$ cat src/design/mrtf_params.svh
// constants for the media root thread front end
`ifndef MRTF_PARAMS_SVH
`define MRTF_PARAMS_SVH
`define MRTF_DW 32
`define MRTF_ADDR_W 32
`define MRTF_WIDE_W 256
`define MRTF_HANDLE_W 8
`define MRTF_POOL_DEPTH 16
`define MRTF_POOL_IDX_W 4
`define MRTF_CNT_W 5
`define MRTF_DESC_SIZE 32'h00000020
`define MRTF_WORDS_PER_BEAT 8
`define MRTF_BEAT_IDX_W 3
`endif

$ cat src/design/mrtf_pkg.sv
// types shared by the front end and its testbench
`default_nettype none
`include "mrtf_params.svh"
package mrtf_pkg;
  typedef enum logic [1:0] {
    MRTF_MODE_GENERIC,
    MRTF_MODE_INV_SCAN,
    MRTF_MODE_VAR_LEN
  } mrtf_mode_t;
  // state command contents
  typedef struct packed {
    mrtf_mode_t mode;
    logic [`MRTF_ADDR_W-1:0] desc_base;
    logic [`MRTF_ADDR_W-1:0] scratch_base;
    logic [`MRTF_DW-1:0] scratch_cfg;
    logic [`MRTF_CNT_W-1:0] handle_count;
    logic [`MRTF_HANDLE_W-1:0] handle_len;
    logic [`MRTF_HANDLE_W-1:0] const_handle;
  } mrtf_state_t;
  // one thread handed to the spawner
  typedef struct packed {
    logic [`MRTF_ADDR_W-1:0] desc_ptr;
    logic [`MRTF_HANDLE_W-1:0] handle;
    logic [`MRTF_HANDLE_W-1:0] const_handle;
    logic [`MRTF_ADDR_W-1:0] scratch_base;
    logic [`MRTF_DW-1:0] scratch_cfg;
  } mrtf_thread_t;
  // one wide write into the return buffer
  typedef struct packed {
    logic [`MRTF_HANDLE_W-1:0] handle;
    logic [`MRTF_HANDLE_W-1:0] beat;
    logic [`MRTF_WIDE_W-1:0] data;
  } mrtf_wide_t;
endpackage : mrtf_pkg
`default_nettype wire

$ cat src/design/mrtf_handle_pool.sv
// circular pool of return buffer handles
`default_nettype none
`include "mrtf_params.svh"
module mrtf_handle_pool (
  // clock and reset
  input wire logic I_CLK,
  input wire logic I_NRST,
  input wire logic i_ce,
  // refill from the buffer manager
  input wire logic i_flush,
  input wire logic i_load_valid,
  input wire logic [`MRTF_HANDLE_W-1:0] i_load_handle,
  // take and release
  input wire logic i_take,
  input wire logic i_release,
  input wire logic [`MRTF_HANDLE_W-1:0] i_release_handle,
  output logic o_avail,
  output logic [`MRTF_HANDLE_W-1:0] o_head_handle
);
  logic [`MRTF_HANDLE_W-1:0] slot [`MRTF_POOL_DEPTH];
  logic [`MRTF_POOL_DEPTH-1:0] busy;
  logic [`MRTF_POOL_DEPTH-1:0] used;
  logic [`MRTF_POOL_IDX_W-1:0] head;
  logic [`MRTF_POOL_IDX_W-1:0] fill;
  logic [`MRTF_CNT_W-1:0] size;
  logic [`MRTF_POOL_IDX_W-1:0] next_head;

  assign o_avail = used[head] && !busy[head];
  assign o_head_handle = slot[head];
  always_comb begin
    next_head = head + 4'h1;
    if ({1'b0, next_head} >= size) begin
      next_head = 4'h0;
    end
  end

  always_ff @(posedge I_CLK or negedge I_NRST) begin
    if (!I_NRST) begin
      fill <= 4'h0;
      size <= 5'h00;
      used <= '0;
      for (int k = 0; k < `MRTF_POOL_DEPTH; k++) begin
        slot[k] <= 8'h00;
      end
    end else if (i_ce) begin
      if (i_flush) begin
        fill <= 4'h0;
        size <= 5'h00;
        used <= '0;
      end else if (i_load_valid && size < 5'h10) begin
        slot[fill] <= i_load_handle;
        used[fill] <= 1'b1;
        fill <= fill + 4'h1;
        size <= size + 5'h01;
      end
    end
  end

  always_ff @(posedge I_CLK or negedge I_NRST) begin
    if (!I_NRST) begin
      head <= 4'h0;
    end else if (i_ce) begin
      if (i_flush) begin
        head <= 4'h0;
      end else if (i_take && o_avail) begin
        head <= next_head;
      end
    end
  end

  always_ff @(posedge I_CLK or negedge I_NRST) begin
    if (!I_NRST) begin
      busy <= '0;
    end else if (i_ce) begin
      if (i_flush) begin
        busy <= '0;
      end else begin
        for (int k = 0; k < `MRTF_POOL_DEPTH; k++) begin
          if (i_release && used[k] && slot[k] == i_release_handle) begin
            busy[k] <= 1'b0;
          end
        end
        // take wins over a same-cycle release of the head slot
        if (i_take && o_avail) begin
          busy[head] <= 1'b1;
        end
      end
    end
  end

  property p_take_marks_busy;
    @(posedge I_CLK) disable iff (!I_NRST)
      (i_ce && i_take && o_avail && !i_flush) |=> busy[$past(head)];
  endproperty
  a_take_marks_busy: assert property (p_take_marks_busy)
    else $error("taken handle not marked busy");

  property p_head_steps;
    @(posedge I_CLK) disable iff (!I_NRST)
      (i_ce && i_take && o_avail && !i_flush) |=> head == $past(next_head);
  endproperty
  a_head_steps: assert property (p_head_steps)
    else $error("head did not advance in order");
endmodule : mrtf_handle_pool
`default_nettype wire

$ cat src/design/mrtf_front_end.sv
// front end unit: builds one root thread per primitive command
// Operation
// - generic mode: one thread per command
// - three modes, chosen by state command
// - decode and scan modes take every payload dword
// - hand descriptor and handle to spawner
// - forward the constant handle
// - forward scratch config with descriptor
// - latch state at first primitive
// - allocate handles on every state change
// - take handles from head in order
// - exactly one handle per thread
// - handle holds payload, later return space
// - release frees handle for reuse
// - payload goes out on wide bus
// - pointer is base plus offset times size
// - state command discards and regenerates handles
`default_nettype none
`include "mrtf_params.svh"
module mrtf_front_end
  import mrtf_pkg::*;
(
  // clock, reset, enable
  input wire logic I_CLK,
  input wire logic I_NRST,
  input wire logic I_CE,
  // state command from the streamer
  input wire logic I_STATE_VALID,
  input wire mrtf_pkg::mrtf_state_t I_STATE,
  // primitive command header
  input wire logic I_CMD_VALID,
  output logic O_CMD_READY,
  input wire logic [`MRTF_DW-1:0] I_CMD_DESC_OFFSET,
  // payload dwords, last marks end of command
  input wire logic I_DW_VALID,
  output logic O_DW_READY,
  input wire logic [`MRTF_DW-1:0] I_DW,
  input wire logic I_DW_LAST,
  // handles from the buffer manager
  output logic O_ALLOC_REQ,
  input wire logic I_ALLOC_VALID,
  input wire logic [`MRTF_HANDLE_W-1:0] I_ALLOC_HANDLE,
  // payload dword forwarded to decoder or scan datapath
  output logic O_XFORM_VALID,
  output logic [`MRTF_DW-1:0] O_XFORM_DW,
  // wide return buffer write
  output logic O_WIDE_VALID,
  output mrtf_pkg::mrtf_wide_t O_WIDE,
  // thread to spawner
  output logic O_THREAD_VALID,
  input wire logic I_THREAD_READY,
  output mrtf_pkg::mrtf_thread_t O_THREAD,
  // release from spawner
  input wire logic I_RELEASE,
  input wire logic [`MRTF_HANDLE_W-1:0] I_RELEASE_HANDLE,
  // status
  output logic O_STATE_LOADED,
  output mrtf_pkg::mrtf_mode_t O_MODE
);
  import mrtf_pkg::*;

  typedef enum logic [1:0] {ST_IDLE, ST_PAYLOAD, ST_FLUSH, ST_SPAWN} mrtf_fsm_t;
  mrtf_fsm_t fsm;
  mrtf_state_t pend;
  mrtf_state_t act;
  logic pend_new;
  logic loaded;
  logic [`MRTF_CNT_W-1:0] alloc_left;
  logic [`MRTF_ADDR_W-1:0] offset;
  logic [`MRTF_HANDLE_W-1:0] cur_handle;
  logic [`MRTF_HANDLE_W-1:0] beat;
  logic [`MRTF_BEAT_IDX_W-1:0] word_idx;
  logic [`MRTF_WIDE_W-1:0] acc;
  logic pool_avail;
  logic [`MRTF_HANDLE_W-1:0] pool_head;
  logic take;
  logic start;
  logic dw_fire;
  logic beat_full;

  // stall without handle
  // handshakes stay low while frozen, so no transfer is accepted and then lost
  assign start = I_CE && I_CMD_VALID && fsm == ST_IDLE && (loaded || pend_new) && pool_avail
                 && alloc_left == 5'h00 && !I_STATE_VALID;
  assign O_CMD_READY = start;
  assign take = start;
  assign O_DW_READY = I_CE && fsm == ST_PAYLOAD;
  assign dw_fire = I_DW_VALID && O_DW_READY;
  assign beat_full = word_idx == 3'h7;
  assign O_ALLOC_REQ = I_CE && alloc_left != 5'h00;
  assign O_STATE_LOADED = loaded;
  assign O_MODE = act.mode;
  assign O_THREAD_VALID = I_CE && fsm == ST_SPAWN;

  always_ff @(posedge I_CLK or negedge I_NRST) begin
    if (!I_NRST) begin
      pend <= '0;
      pend_new <= 1'b0;
    end else if (I_CE) begin
      if (I_STATE_VALID) begin
        pend <= I_STATE;
        pend_new <= 1'b1;
      end else if (start) begin
        pend_new <= 1'b0;
      end
    end
  end

  always_ff @(posedge I_CLK or negedge I_NRST) begin
    if (!I_NRST) begin
      act <= '0;
      loaded <= 1'b0;
    end else if (I_CE) begin
      if (start && pend_new) begin
        act <= pend;
        loaded <= 1'b1;
      end
    end
  end

  always_ff @(posedge I_CLK or negedge I_NRST) begin
    if (!I_NRST) begin
      alloc_left <= 5'h00;
    end else if (I_CE) begin
      if (I_STATE_VALID) begin
        alloc_left <= (I_STATE.handle_count > 5'h10) ? 5'h10 : I_STATE.handle_count;
      end else if (I_ALLOC_VALID && alloc_left != 5'h00) begin
        alloc_left <= alloc_left - 5'h01;
      end
    end
  end

  mrtf_handle_pool u_pool (
    .I_CLK(I_CLK),
    .I_NRST(I_NRST),
    .i_ce(I_CE),
    .i_flush(I_STATE_VALID),
    .i_load_valid(I_ALLOC_VALID && alloc_left != 5'h00),
    .i_load_handle(I_ALLOC_HANDLE),
    .i_take(take),
    .i_release(I_RELEASE),
    .i_release_handle(I_RELEASE_HANDLE),
    .o_avail(pool_avail),
    .o_head_handle(pool_head)
  );

  always_ff @(posedge I_CLK or negedge I_NRST) begin
    if (!I_NRST) begin
      fsm <= ST_IDLE;
    end else if (I_CE) begin
      unique case (fsm)
        ST_IDLE: begin
          if (start) begin
            fsm <= ST_PAYLOAD;
          end
        end
        ST_PAYLOAD: begin
          if (dw_fire && I_DW_LAST) begin
            fsm <= ST_FLUSH;
          end
        end
        ST_FLUSH: begin
          fsm <= ST_SPAWN;
        end
        ST_SPAWN: begin
          if (I_THREAD_READY) begin
            fsm <= ST_IDLE;
          end
        end
      endcase
    end
  end

  always_ff @(posedge I_CLK or negedge I_NRST) begin
    if (!I_NRST) begin
      cur_handle <= 8'h00;
      offset <= 32'h00000000;
    end else if (I_CE && start) begin
      cur_handle <= pool_head;
      offset <= I_CMD_DESC_OFFSET;
    end
  end

  always_ff @(posedge I_CLK or negedge I_NRST) begin
    if (!I_NRST) begin
      O_XFORM_VALID <= 1'b0;
      O_XFORM_DW <= 32'h00000000;
    end else if (I_CE) begin
      O_XFORM_VALID <= dw_fire && act.mode != MRTF_MODE_GENERIC;
      if (dw_fire) begin
        O_XFORM_DW <= I_DW;
      end
    end
  end

  always_ff @(posedge I_CLK or negedge I_NRST) begin
    if (!I_NRST) begin
      acc <= '0;
      word_idx <= 3'h0;
      beat <= 8'h00;
      O_WIDE_VALID <= 1'b0;
      O_WIDE <= '0;
    end else if (I_CE) begin
      O_WIDE_VALID <= 1'b0;
      if (start) begin
        acc <= '0;
        word_idx <= 3'h0;
        beat <= 8'h00;
      end else if (dw_fire) begin
        acc[word_idx*`MRTF_DW +: `MRTF_DW] <= I_DW;
        word_idx <= word_idx + 3'h1;
        if (beat_full || I_DW_LAST) begin
          O_WIDE_VALID <= 1'b1;
          O_WIDE.handle <= cur_handle;
          O_WIDE.beat <= beat;
          O_WIDE.data <= acc;
          O_WIDE.data[word_idx*`MRTF_DW +: `MRTF_DW] <= I_DW;
          acc <= '0;
          word_idx <= 3'h0;
          beat <= beat + 8'h01;
        end
      end
    end
  end

  always_ff @(posedge I_CLK or negedge I_NRST) begin
    if (!I_NRST) begin
      O_THREAD <= '0;
    end else if (I_CE && fsm == ST_FLUSH) begin
      O_THREAD.desc_ptr <= act.desc_base + 32'(offset * `MRTF_DESC_SIZE);
      O_THREAD.handle <= cur_handle;
      O_THREAD.const_handle <= act.const_handle;
      O_THREAD.scratch_base <= act.scratch_base;
      O_THREAD.scratch_cfg <= act.scratch_cfg;
    end
  end

  property p_spawn_after_payload;
    @(posedge I_CLK) disable iff (!I_NRST)
      (I_CE && fsm == ST_PAYLOAD && dw_fire && I_DW_LAST) ##1 I_CE ##1 I_CE |-> O_THREAD_VALID;
  endproperty
  a_spawn_after_payload: assert property (p_spawn_after_payload)
    else $error("thread not offered after last dword");

  property p_no_start_without_handle;
    @(posedge I_CLK) disable iff (!I_NRST)
      !pool_avail |-> !O_CMD_READY;
  endproperty
  a_no_start_without_handle: assert property (p_no_start_without_handle)
    else $error("command taken with no free handle");

  property p_desc_ptr;
    @(posedge I_CLK) disable iff (!I_NRST)
      O_THREAD_VALID |-> O_THREAD.desc_ptr == act.desc_base + 32'(offset * `MRTF_DESC_SIZE);
  endproperty
  a_desc_ptr: assert property (p_desc_ptr)
    else $error("descriptor pointer wrong");

  property p_thread_fields;
    @(posedge I_CLK) disable iff (!I_NRST)
      O_THREAD_VALID |-> O_THREAD.handle == cur_handle
        && O_THREAD.const_handle == act.const_handle
        && O_THREAD.scratch_base == act.scratch_base;
  endproperty
  a_thread_fields: assert property (p_thread_fields)
    else $error("thread fields do not match state");

  property p_latch_first;
    @(posedge I_CLK) disable iff (!I_NRST)
      (I_CE && I_STATE_VALID) |=> act == $past(act);
  endproperty
  a_latch_first: assert property (p_latch_first)
    else $error("state latched before primitive");

  property p_alloc_after_state;
    @(posedge I_CLK) disable iff (!I_NRST)
      (I_CE && I_STATE_VALID && I_STATE.handle_count != 5'h00) ##1 I_CE |-> O_ALLOC_REQ;
  endproperty
  a_alloc_after_state: assert property (p_alloc_after_state)
    else $error("no allocation after state change");

  property p_one_dword;
    @(posedge I_CLK) disable iff (!I_NRST)
      (I_CE && dw_fire && act.mode != MRTF_MODE_GENERIC) |=> O_XFORM_VALID
        && O_XFORM_DW == $past(I_DW);
  endproperty
  a_one_dword: assert property (p_one_dword)
    else $error("dword not forwarded to datapath");

  property p_wide_handle;
    @(posedge I_CLK) disable iff (!I_NRST)
      O_WIDE_VALID |-> O_WIDE.handle == cur_handle;
  endproperty
  a_wide_handle: assert property (p_wide_handle)
    else $error("payload written to wrong handle");
endmodule : mrtf_front_end
`default_nettype wire

$ cat config.mk
export PLATFORM = sky130hd
export DESIGN_NAME = mrtf_front_end
export DESIGN_NICKNAME = d
export VERILOG_FILES = /design/src/design/mrtf_pkg.sv /design/src/design/mrtf_handle_pool.sv /design/src/design/mrtf_front_end.sv
export VERILOG_INCLUDE_DIRS = /design/src /design/src/design
export SDC_FILE = /design/constraint.sdc
export NUM_CORES = 2
export LEC_CHECK = 0
export ABC_AREA = 1
export CAP_MARGIN = 10
export CORE_MARGIN = 4
export CORE_UTILIZATION = 40
export CTS_CLUSTER_DIAMETER = 100
export DETAILED_ROUTE_END_ITERATION = 7
export DONT_BUFFER_PORTS = 1
export HOLD_SLACK_MARGIN = 0.05
export PLACE_DENSITY = 0.61
export SLEW_MARGIN = 20
export SYNTH_ARGS = -nofsm -noshare
export SYNTH_HDL_FRONTEND = slang
export SYNTH_HIERARCHICAL = 1
export SYNTH_SLANG_ARGS = --single-unit
$ cat constraint.sdc
create_clock -name I_CLK -period 2.5 [get_ports I_CLK]
set_input_delay 0.375 -clock I_CLK [delete_from_list [all_inputs] [get_ports I_CLK]]
set_output_delay 0.375 -clock I_CLK [all_outputs]
set_load 0.01 [all_outputs]
; ---- Word level (Yosys, flattened, before mapping)
; Cells that the tools add are included.
[totals]
register_bits = 1114
in_bits = 209
out_inout_bits = 425
elab_cells = 275
[classes]
n_addsub = 8
n_lt_le_gt_ge = 10
n_eq_ne = 23
shift = 2
mux = 95
bitwise_logic = 6
n_reduce_logical = 80
[op_table]
columns = op, n
row1 = 256-bit two-way mux, 3
row2 = 256-bit bitwise mux, 1
row3 = 32-bit by 34-bit variable shift with 256-bit output (first input constant), 1
row4 = 32-bit by 34-bit indexed part select with 256-bit output, 1
row5 = 128-bit bitwise mux, 1
row6 = 8-bit equality test, 16
row7 = 16-bit two-way mux, 4
row8 = 1-bit two-way mux, 57
row9 = 1-bit logical AND, 54
row10 = 8-bit two-way mux, 6
row11 = 8-bit negation with 34-bit output, 1
row12 = 32-bit adder, 1
row13 = 8-bit binary-select mux with 4-bit select, 1
row14 = 8-bit demux with 4-bit select, 1
row15 = 16-bit bitwise OR, 2
row16 = 5-bit two-way mux, 5
row17 = 4-bit two-way mux, 5
row18 = 2-bit AND reduction, 8
row19 = 2-bit nonzero test, 7
row20 = 5-bit >= comparator (second input constant), 2
row21 = 4-bit by 5-bit less-than comparator with 1-bit output (second input constant), 2
row22 = 4-bit NOT with 5-bit output, 2
row23 = 3-bit two-way mux, 3
row24 = 4-bit by 1-bit adder with 4-bit output (second input constant), 2
row25 = 26 further kinds, 38

; ---- Depth between registers and ports, before layout
[logic_depth]
word_depth = 10
ltp_mapped = 20
depth_no_buf = 17

; ---- Cells and area by module
; Netlist, hierarchy kept.
[modules_own_cells]
columns = mod, instances, cells_each, area_each_um2, seq_area_each_um2
row1 = mrtf_front_end, 1, 4506, 39873.2, 23547.6
row2 = mrtf_handle_pool, 1, 1368, 10342.4, 4329.2

; ---- Least setup slack after synthesis
; Ideal clock, no wire load.
[synth_path]
path_type = flip-flop to flip-flop
start = reg u_pool.head[0]
end = reg u_pool.busy[12]
setup_time_ps = 66
arrival_ps = 2704
required_time_ps = 2434
path_slack_ps = -270
path_stages_with_launch = 20
n_path_buf = 4
period_less_slack_ps = 2770
path_cell_list = dfrtp_1 -> buf_6 -> inv_6 -> buf_6 -> nand2_1 -> nand3_1 -> nand2_1 -> nand2_1 -> nand2_1 -> nor2_4 -> and2_1 -> and3_1 -> nand2_2 -> nor2_8 -> buf_1 -> nand3_2 -> nor2_4 -> buf_6 -> nand3_1 -> nand2_1
[synth_via]
elab_chain_len = 10
elab_cells_between_ends = 18
classes_between = 2 x order compare / 8 x mux / 1 x bitwise / 7 x reduce/logical
[synth_rtl]
columns = item, line
row1 = start: declaration, mrtf_handle_pool.sv:23  ; logic [`MRTF_POOL_IDX_W-1:0] head;
row2 = start signal: assignment, mrtf_handle_pool.sv:66  ; head <= next_head;
row3 = 1-bit binary-select mux with 4-bit select, mrtf_handle_pool.sv:28  ; assign o_avail = used[head] && !busy[head];
row4 = 1-bit two-way mux (implied by the code), mrtf_handle_pool.sv:28
row5 = 1-bit zero test, mrtf_handle_pool.sv:28
row6 = 1-bit logical AND *, mrtf_handle_pool.sv:28
row7 = via pool_avail, mrtf_front_end.sv:74  ; logic pool_avail;
row8 = 1-bit logical AND *, mrtf_front_end.sv:83  ; assign start = I_CE && I_CMD_VALID && fsm == ST_IDLE && (loaded || pend_new) && pool_avail
row9 = 1-bit logical AND * (2 in series), mrtf_front_end.sv:84  ; && alloc_left == 5'h00 && !I_STATE_VALID;
row10 = via O_CMD_READY, mrtf_front_end.sv:32  ; output logic O_CMD_READY,
row11 = 1-bit logical AND *, mrtf_handle_pool.sv:84  ; if (i_take && o_avail) begin
row12 = 16-bit two-way mux *, mrtf_handle_pool.sv:84
row13 = 16-bit two-way mux *, mrtf_handle_pool.sv:75  ; if (i_flush) begin
row14 = end signal: assignment, mrtf_handle_pool.sv:76  ; busy <= '0;
row15 = end signal: indexed assignment, mrtf_handle_pool.sv:80  ; busy[k] <= 1'b0;
row16 = end signal: indexed assignment, mrtf_handle_pool.sv:85  ; busy[head] <= 1'b1;
row17 = end: declaration, mrtf_handle_pool.sv:21  ; logic [`MRTF_POOL_DEPTH-1:0] busy;
; The timed path passes the listed nets; every way through them passes the cells marked *. The select of a mux whose other input is x is not followed.
; A chain may end at the register's enable or synchronous reset.

; ---- Worst setup path after layout
[layout_path]
start = reg u_pool.head[0]
end = out O_CMD_READY
[layout_via]
elab_chain_len = 7
elab_cells_between_ends = 9
classes_between = 4 x mux / 5 x reduce/logical
[layout_rtl]
columns = item, line
row1 = 1-bit binary-select mux with 4-bit select, mrtf_handle_pool.sv:28
row2 = 1-bit two-way mux (implied by the code), mrtf_handle_pool.sv:28
row3 = 1-bit zero test, mrtf_handle_pool.sv:28
row4 = 1-bit logical AND *, mrtf_handle_pool.sv:28
row5 = via pool_avail, mrtf_front_end.sv:74
row6 = 1-bit logical AND *, mrtf_front_end.sv:83
row7 = 1-bit logical AND * (2 in series), mrtf_front_end.sv:84
row8 = end: declaration, mrtf_front_end.sv:32
; Marks and branches as above.

==> reports/qor.txt <==
placed cell area = 53,100 µm²
worst path required time = 2.12 ns
Area contributors post-synth = dfrtp_1 (56%), nand2_1 (15%), o21ai_0 (8.5%), inv_1 (3.6%), nor2_1 (1.6%)
first-pass GRT wire length = 260,000 µm
Tmin final = 2.97 ns
FMAX = 337 MHz
Placed Cells incl. Taps = 7,408
Tot GR Track Use = 0.259
average cell area after synthesis = 8.55 µm²
GP Congestion = 0.912
Crit Path Max Fanout = 5
Synth-to-Final Area Change = 25.8%
crit-path max cell delay = 0.43 ns
period utilization = 1.19
failing checks = hold timing, setup timing
Worst Path Buf+Inv = 4
number of flops mapped to enable cells by yosys = 0
hpwl dp = 115,000 µm
clock root buffer master = clkbuf_16
Hold WS = -0.442 ns
die area = 131,000 µm²
initial antenna violation count = 13
cts hold-fix bufs = 200
family with the most delay on the worst path = simple AND/OR/NAND/NOR gates
endpoints failing setup = 833
Core Region = 124,000 µm²
Detailed Route Iter0 Violations = 4,313
Via density = 5.29
Final Hold Vio Count = 185
fin util = 0.509
clk buf depth = 3
CTS tree = yes
Pleak = 30.8 nW
Synth Flop Type = dfrtp_1
row cnt = 129
Design Area, Final = 63,200 µm²
fin cells = 7,994
die height = 362 µm
Yosys reg bits = 1,114
Total Nets Final = 6,504
Worst-path clk slew = 0.06 ns
Startpoint Class = flip-flop
Post-synth top cells = nand2_1 (2,063), dfrtp_1 (1,114), o21ai_0 (856)
worst clock skew = 0.0250 ns
clock sinks = 1,114
fin. max-slew vios = 0
initial core utilization = 0.405
Yosys warning count = 6
dpl ws = -0.925 ns
cell taking the most area after synthesis = dfrtp_1
hold crit path type = in -> async
Power Dens Cells = 1010 nW/µm²
IO Count = 634
dominant cell by count in the synthesized netlist = nand2_1
Post-DRT Antenna Nets = 0
Max-Cap Viols = 0
final worst slack = -0.466 ns
largest net degree at the start of global routing = 188
cell area after synthesis = 50,200 µm²
Post-Syn Nets = 6,136
post-synth top area share = 0.555
number of remaining DRC errors = 0
Horiz. Die Dim = 362 µm
nature of the critical path endpoint = output pin
post-synthesis sequential area ratio = 0.555
wire length per cell = 22.3 µm
vias in the first global route = 40,700
asr flop ratio synth = 1.00
vias = 42,300
Buffers on Ports = 0
Filler cells = 11,200
Slowest cell on crit path = dfrtp_2
number of buffers created by CTS = 130
Synth cell types = 55
Rel. slew slack = 0.398
layout cells sized above 1 = 0.130
status = finished with violations
unrepaired setup endpoints after global routing = yes
slew of the pin with the lowest slew margin = 0.903 ns
Overflow after GRT = 0
H-tree depth = 4
Peak VDD IR = 678 µV
critical path class = reg -> out
critical-path cell list = buf_12, buf_12, nand2_4, nand3_2, nand2_1, nand2_1, nand2_1, inv_1, nand2_2, and2_4, and3_4, nand2_4, nor2_8, buf_12
later-pin clock latency in the skew report = 0.78 ns
Cells after Synth = 5,874
DRT Pass-1 Iters = 8
total wire length = 179,000 µm
CP arrival = 2.59 ns
==> cell usage in the layout, fill, tap and decap left out, types with 13 or more instances in the layout <==
cell           instances
o22ai_1              111
xnor2_1               40
nand2_1             2022
nor2_1               207
clkbuf_1              34
o21ai_2               40
clkbuf_8              24
o21ai_1              234
nand2_2               30
nand2_4               13
mux2_2                30
nand4_1               25
nor3_1                14
dlygate4sd3_1        200
xor2_1                19
inv_1                475
clkinv_2              16
ha_1                  52
a21oi_1              153
o21ai_0              689
nand3_2               26
mux2_4                52
buf_4                165
buf_12                67
buf_6                 33
dfrtp_1             1113
nand3_1               92
clkbuf_16            165
buf_16                46
==> final timing paths <==
path / from / end / slack [ns] / depth (start not counted)
min: I_NRST / O_WIDE[246]$_DFFE_PN0P_ / -0.44 / 1
min in group I_CLK: I_STATE_VALID / pend[91]$_DFFE_PN0P_ / 0.08 / 4
max reg2reg: u_pool/head[0]$_DFFE_PN0P_ / O_WIDE[120]$_DFFE_PN0P_ / -0.44 / 19
max in group asynchronous: I_NRST / pend[108]$_DFFE_PN0P_ / 0.48 / 4
max: u_pool/head[0]$_DFFE_PN0P_ / O_CMD_READY / -0.47 / 14
min reg2reg: act[53]$_DFFE_PN0P_ / O_THREAD[32]$_DFFE_PN0P_ / 0.45 / 2
==> flip-flops by register name, summed over array words and instances, names as in the netlist, 27 cells and up <==
name,flops
O_THREAD,112
O_WIDE,272
O_XFORM_DW,32
acc,256
act,104
offset,27
pend,106
u_pool/slot,128
==> timing repair <==
| item | in CTS | in global routing |
|---|---|---|
| pin swaps | 16 | 33 |
| endpoints found under the setup margin | 762 | 994 |
| buffers inserted | 50 | 19 |
| gates cloned | 37 | 45 |
| hold endpoints to repair | 425 | 185 |
| gates resized for setup | 134 | 302 |
==> report_power, final <==
part	internal (mW)	switching, mW
Combinational	6.35	10.3
Sequential	22.5	4.72
Clock	11.5	8.09
==> worst register-to-register path, cell delays in order, from the launching register on <==
cell and delay, ns:
dfrtp_2 0.43, buf_4 0.16, buf_16 0.13, nand2_1 0.06, nand3_1 0.07, nand2_1 0.08, nand2_1 0.06, nand2_2 0.10
nor2_4 0.04, and2_4 0.16, and3_4 0.18, buf_4 0.13, buf_6 0.11, nand3_4 0.18, buf_12 0.17, nand2_8 0.08
buf_12 0.16, clkbuf_16 0.17, clkbuf_16 0.18, o21ai_0 0.19
==> through the flow <==
step / TNS (ns) / power, mW
finish: -219.37 / 63.5
global route: -291.47 / 67.0
CTS: -151.48 / 62.8
detailed placement: -241.35 / 41.7
global placement: -42.22 / 40.9
floorplan: 0 / 35.2
==> layout make-up <==
| cell class | count | area (µm²) | area share |
|---|---|---|---|
| flip-flops and latches | 1114 | 27900 | 0.441 |
| multi-input cells | 3938 | 19400 | 0.308 |
| repair buffers | 562 | 7410 | 0.117 |
| clock buffers | 188 | 3710 | 0.0588 |
| well taps | 1637 | 2050 | 0.0324 |
| inverters | 493 | 1930 | 0.0305 |
| clock inverters | 47 | 687 | 0.0109 |
| repair inverters | 3 | 38.8 | 0.000614 |
| diodes | 12 | 30.0 | 0.000475 |
==> metal layers <==
metal | routed length [µm] | up-vias | GRT usage | share of wire
met1 | 73100 | 20600 | 0.338 | 0.41
li1 | - | 19700 | - | -
met4 | 6550 | 4 | 0.0929 | 0.037
met2 | 82700 | 1664 | 0.412 | 0.46
met5 | 27 | - | 0 | 0.00015
met3 | 16100 | 345 | 0.0753 | 0.090
==> cell families (layout without fill, tap and decap cells) <==
family	Yosys count	in the layout	synth area share
adders and majority gates	53	53	0.0134
and+or+nand+nor	2481	2485	0.198
buffers and inverters	826	1293	0.0706
muxes	83	83	0.0224
other	0	12	0
AOI/OAI and AO/OA	1258	1258	0.130
xor gates and xnor gates	59	59	0.0103
DFF	1114	1114	0.555
Note: power is estimated with default switching activity, not from simulation.
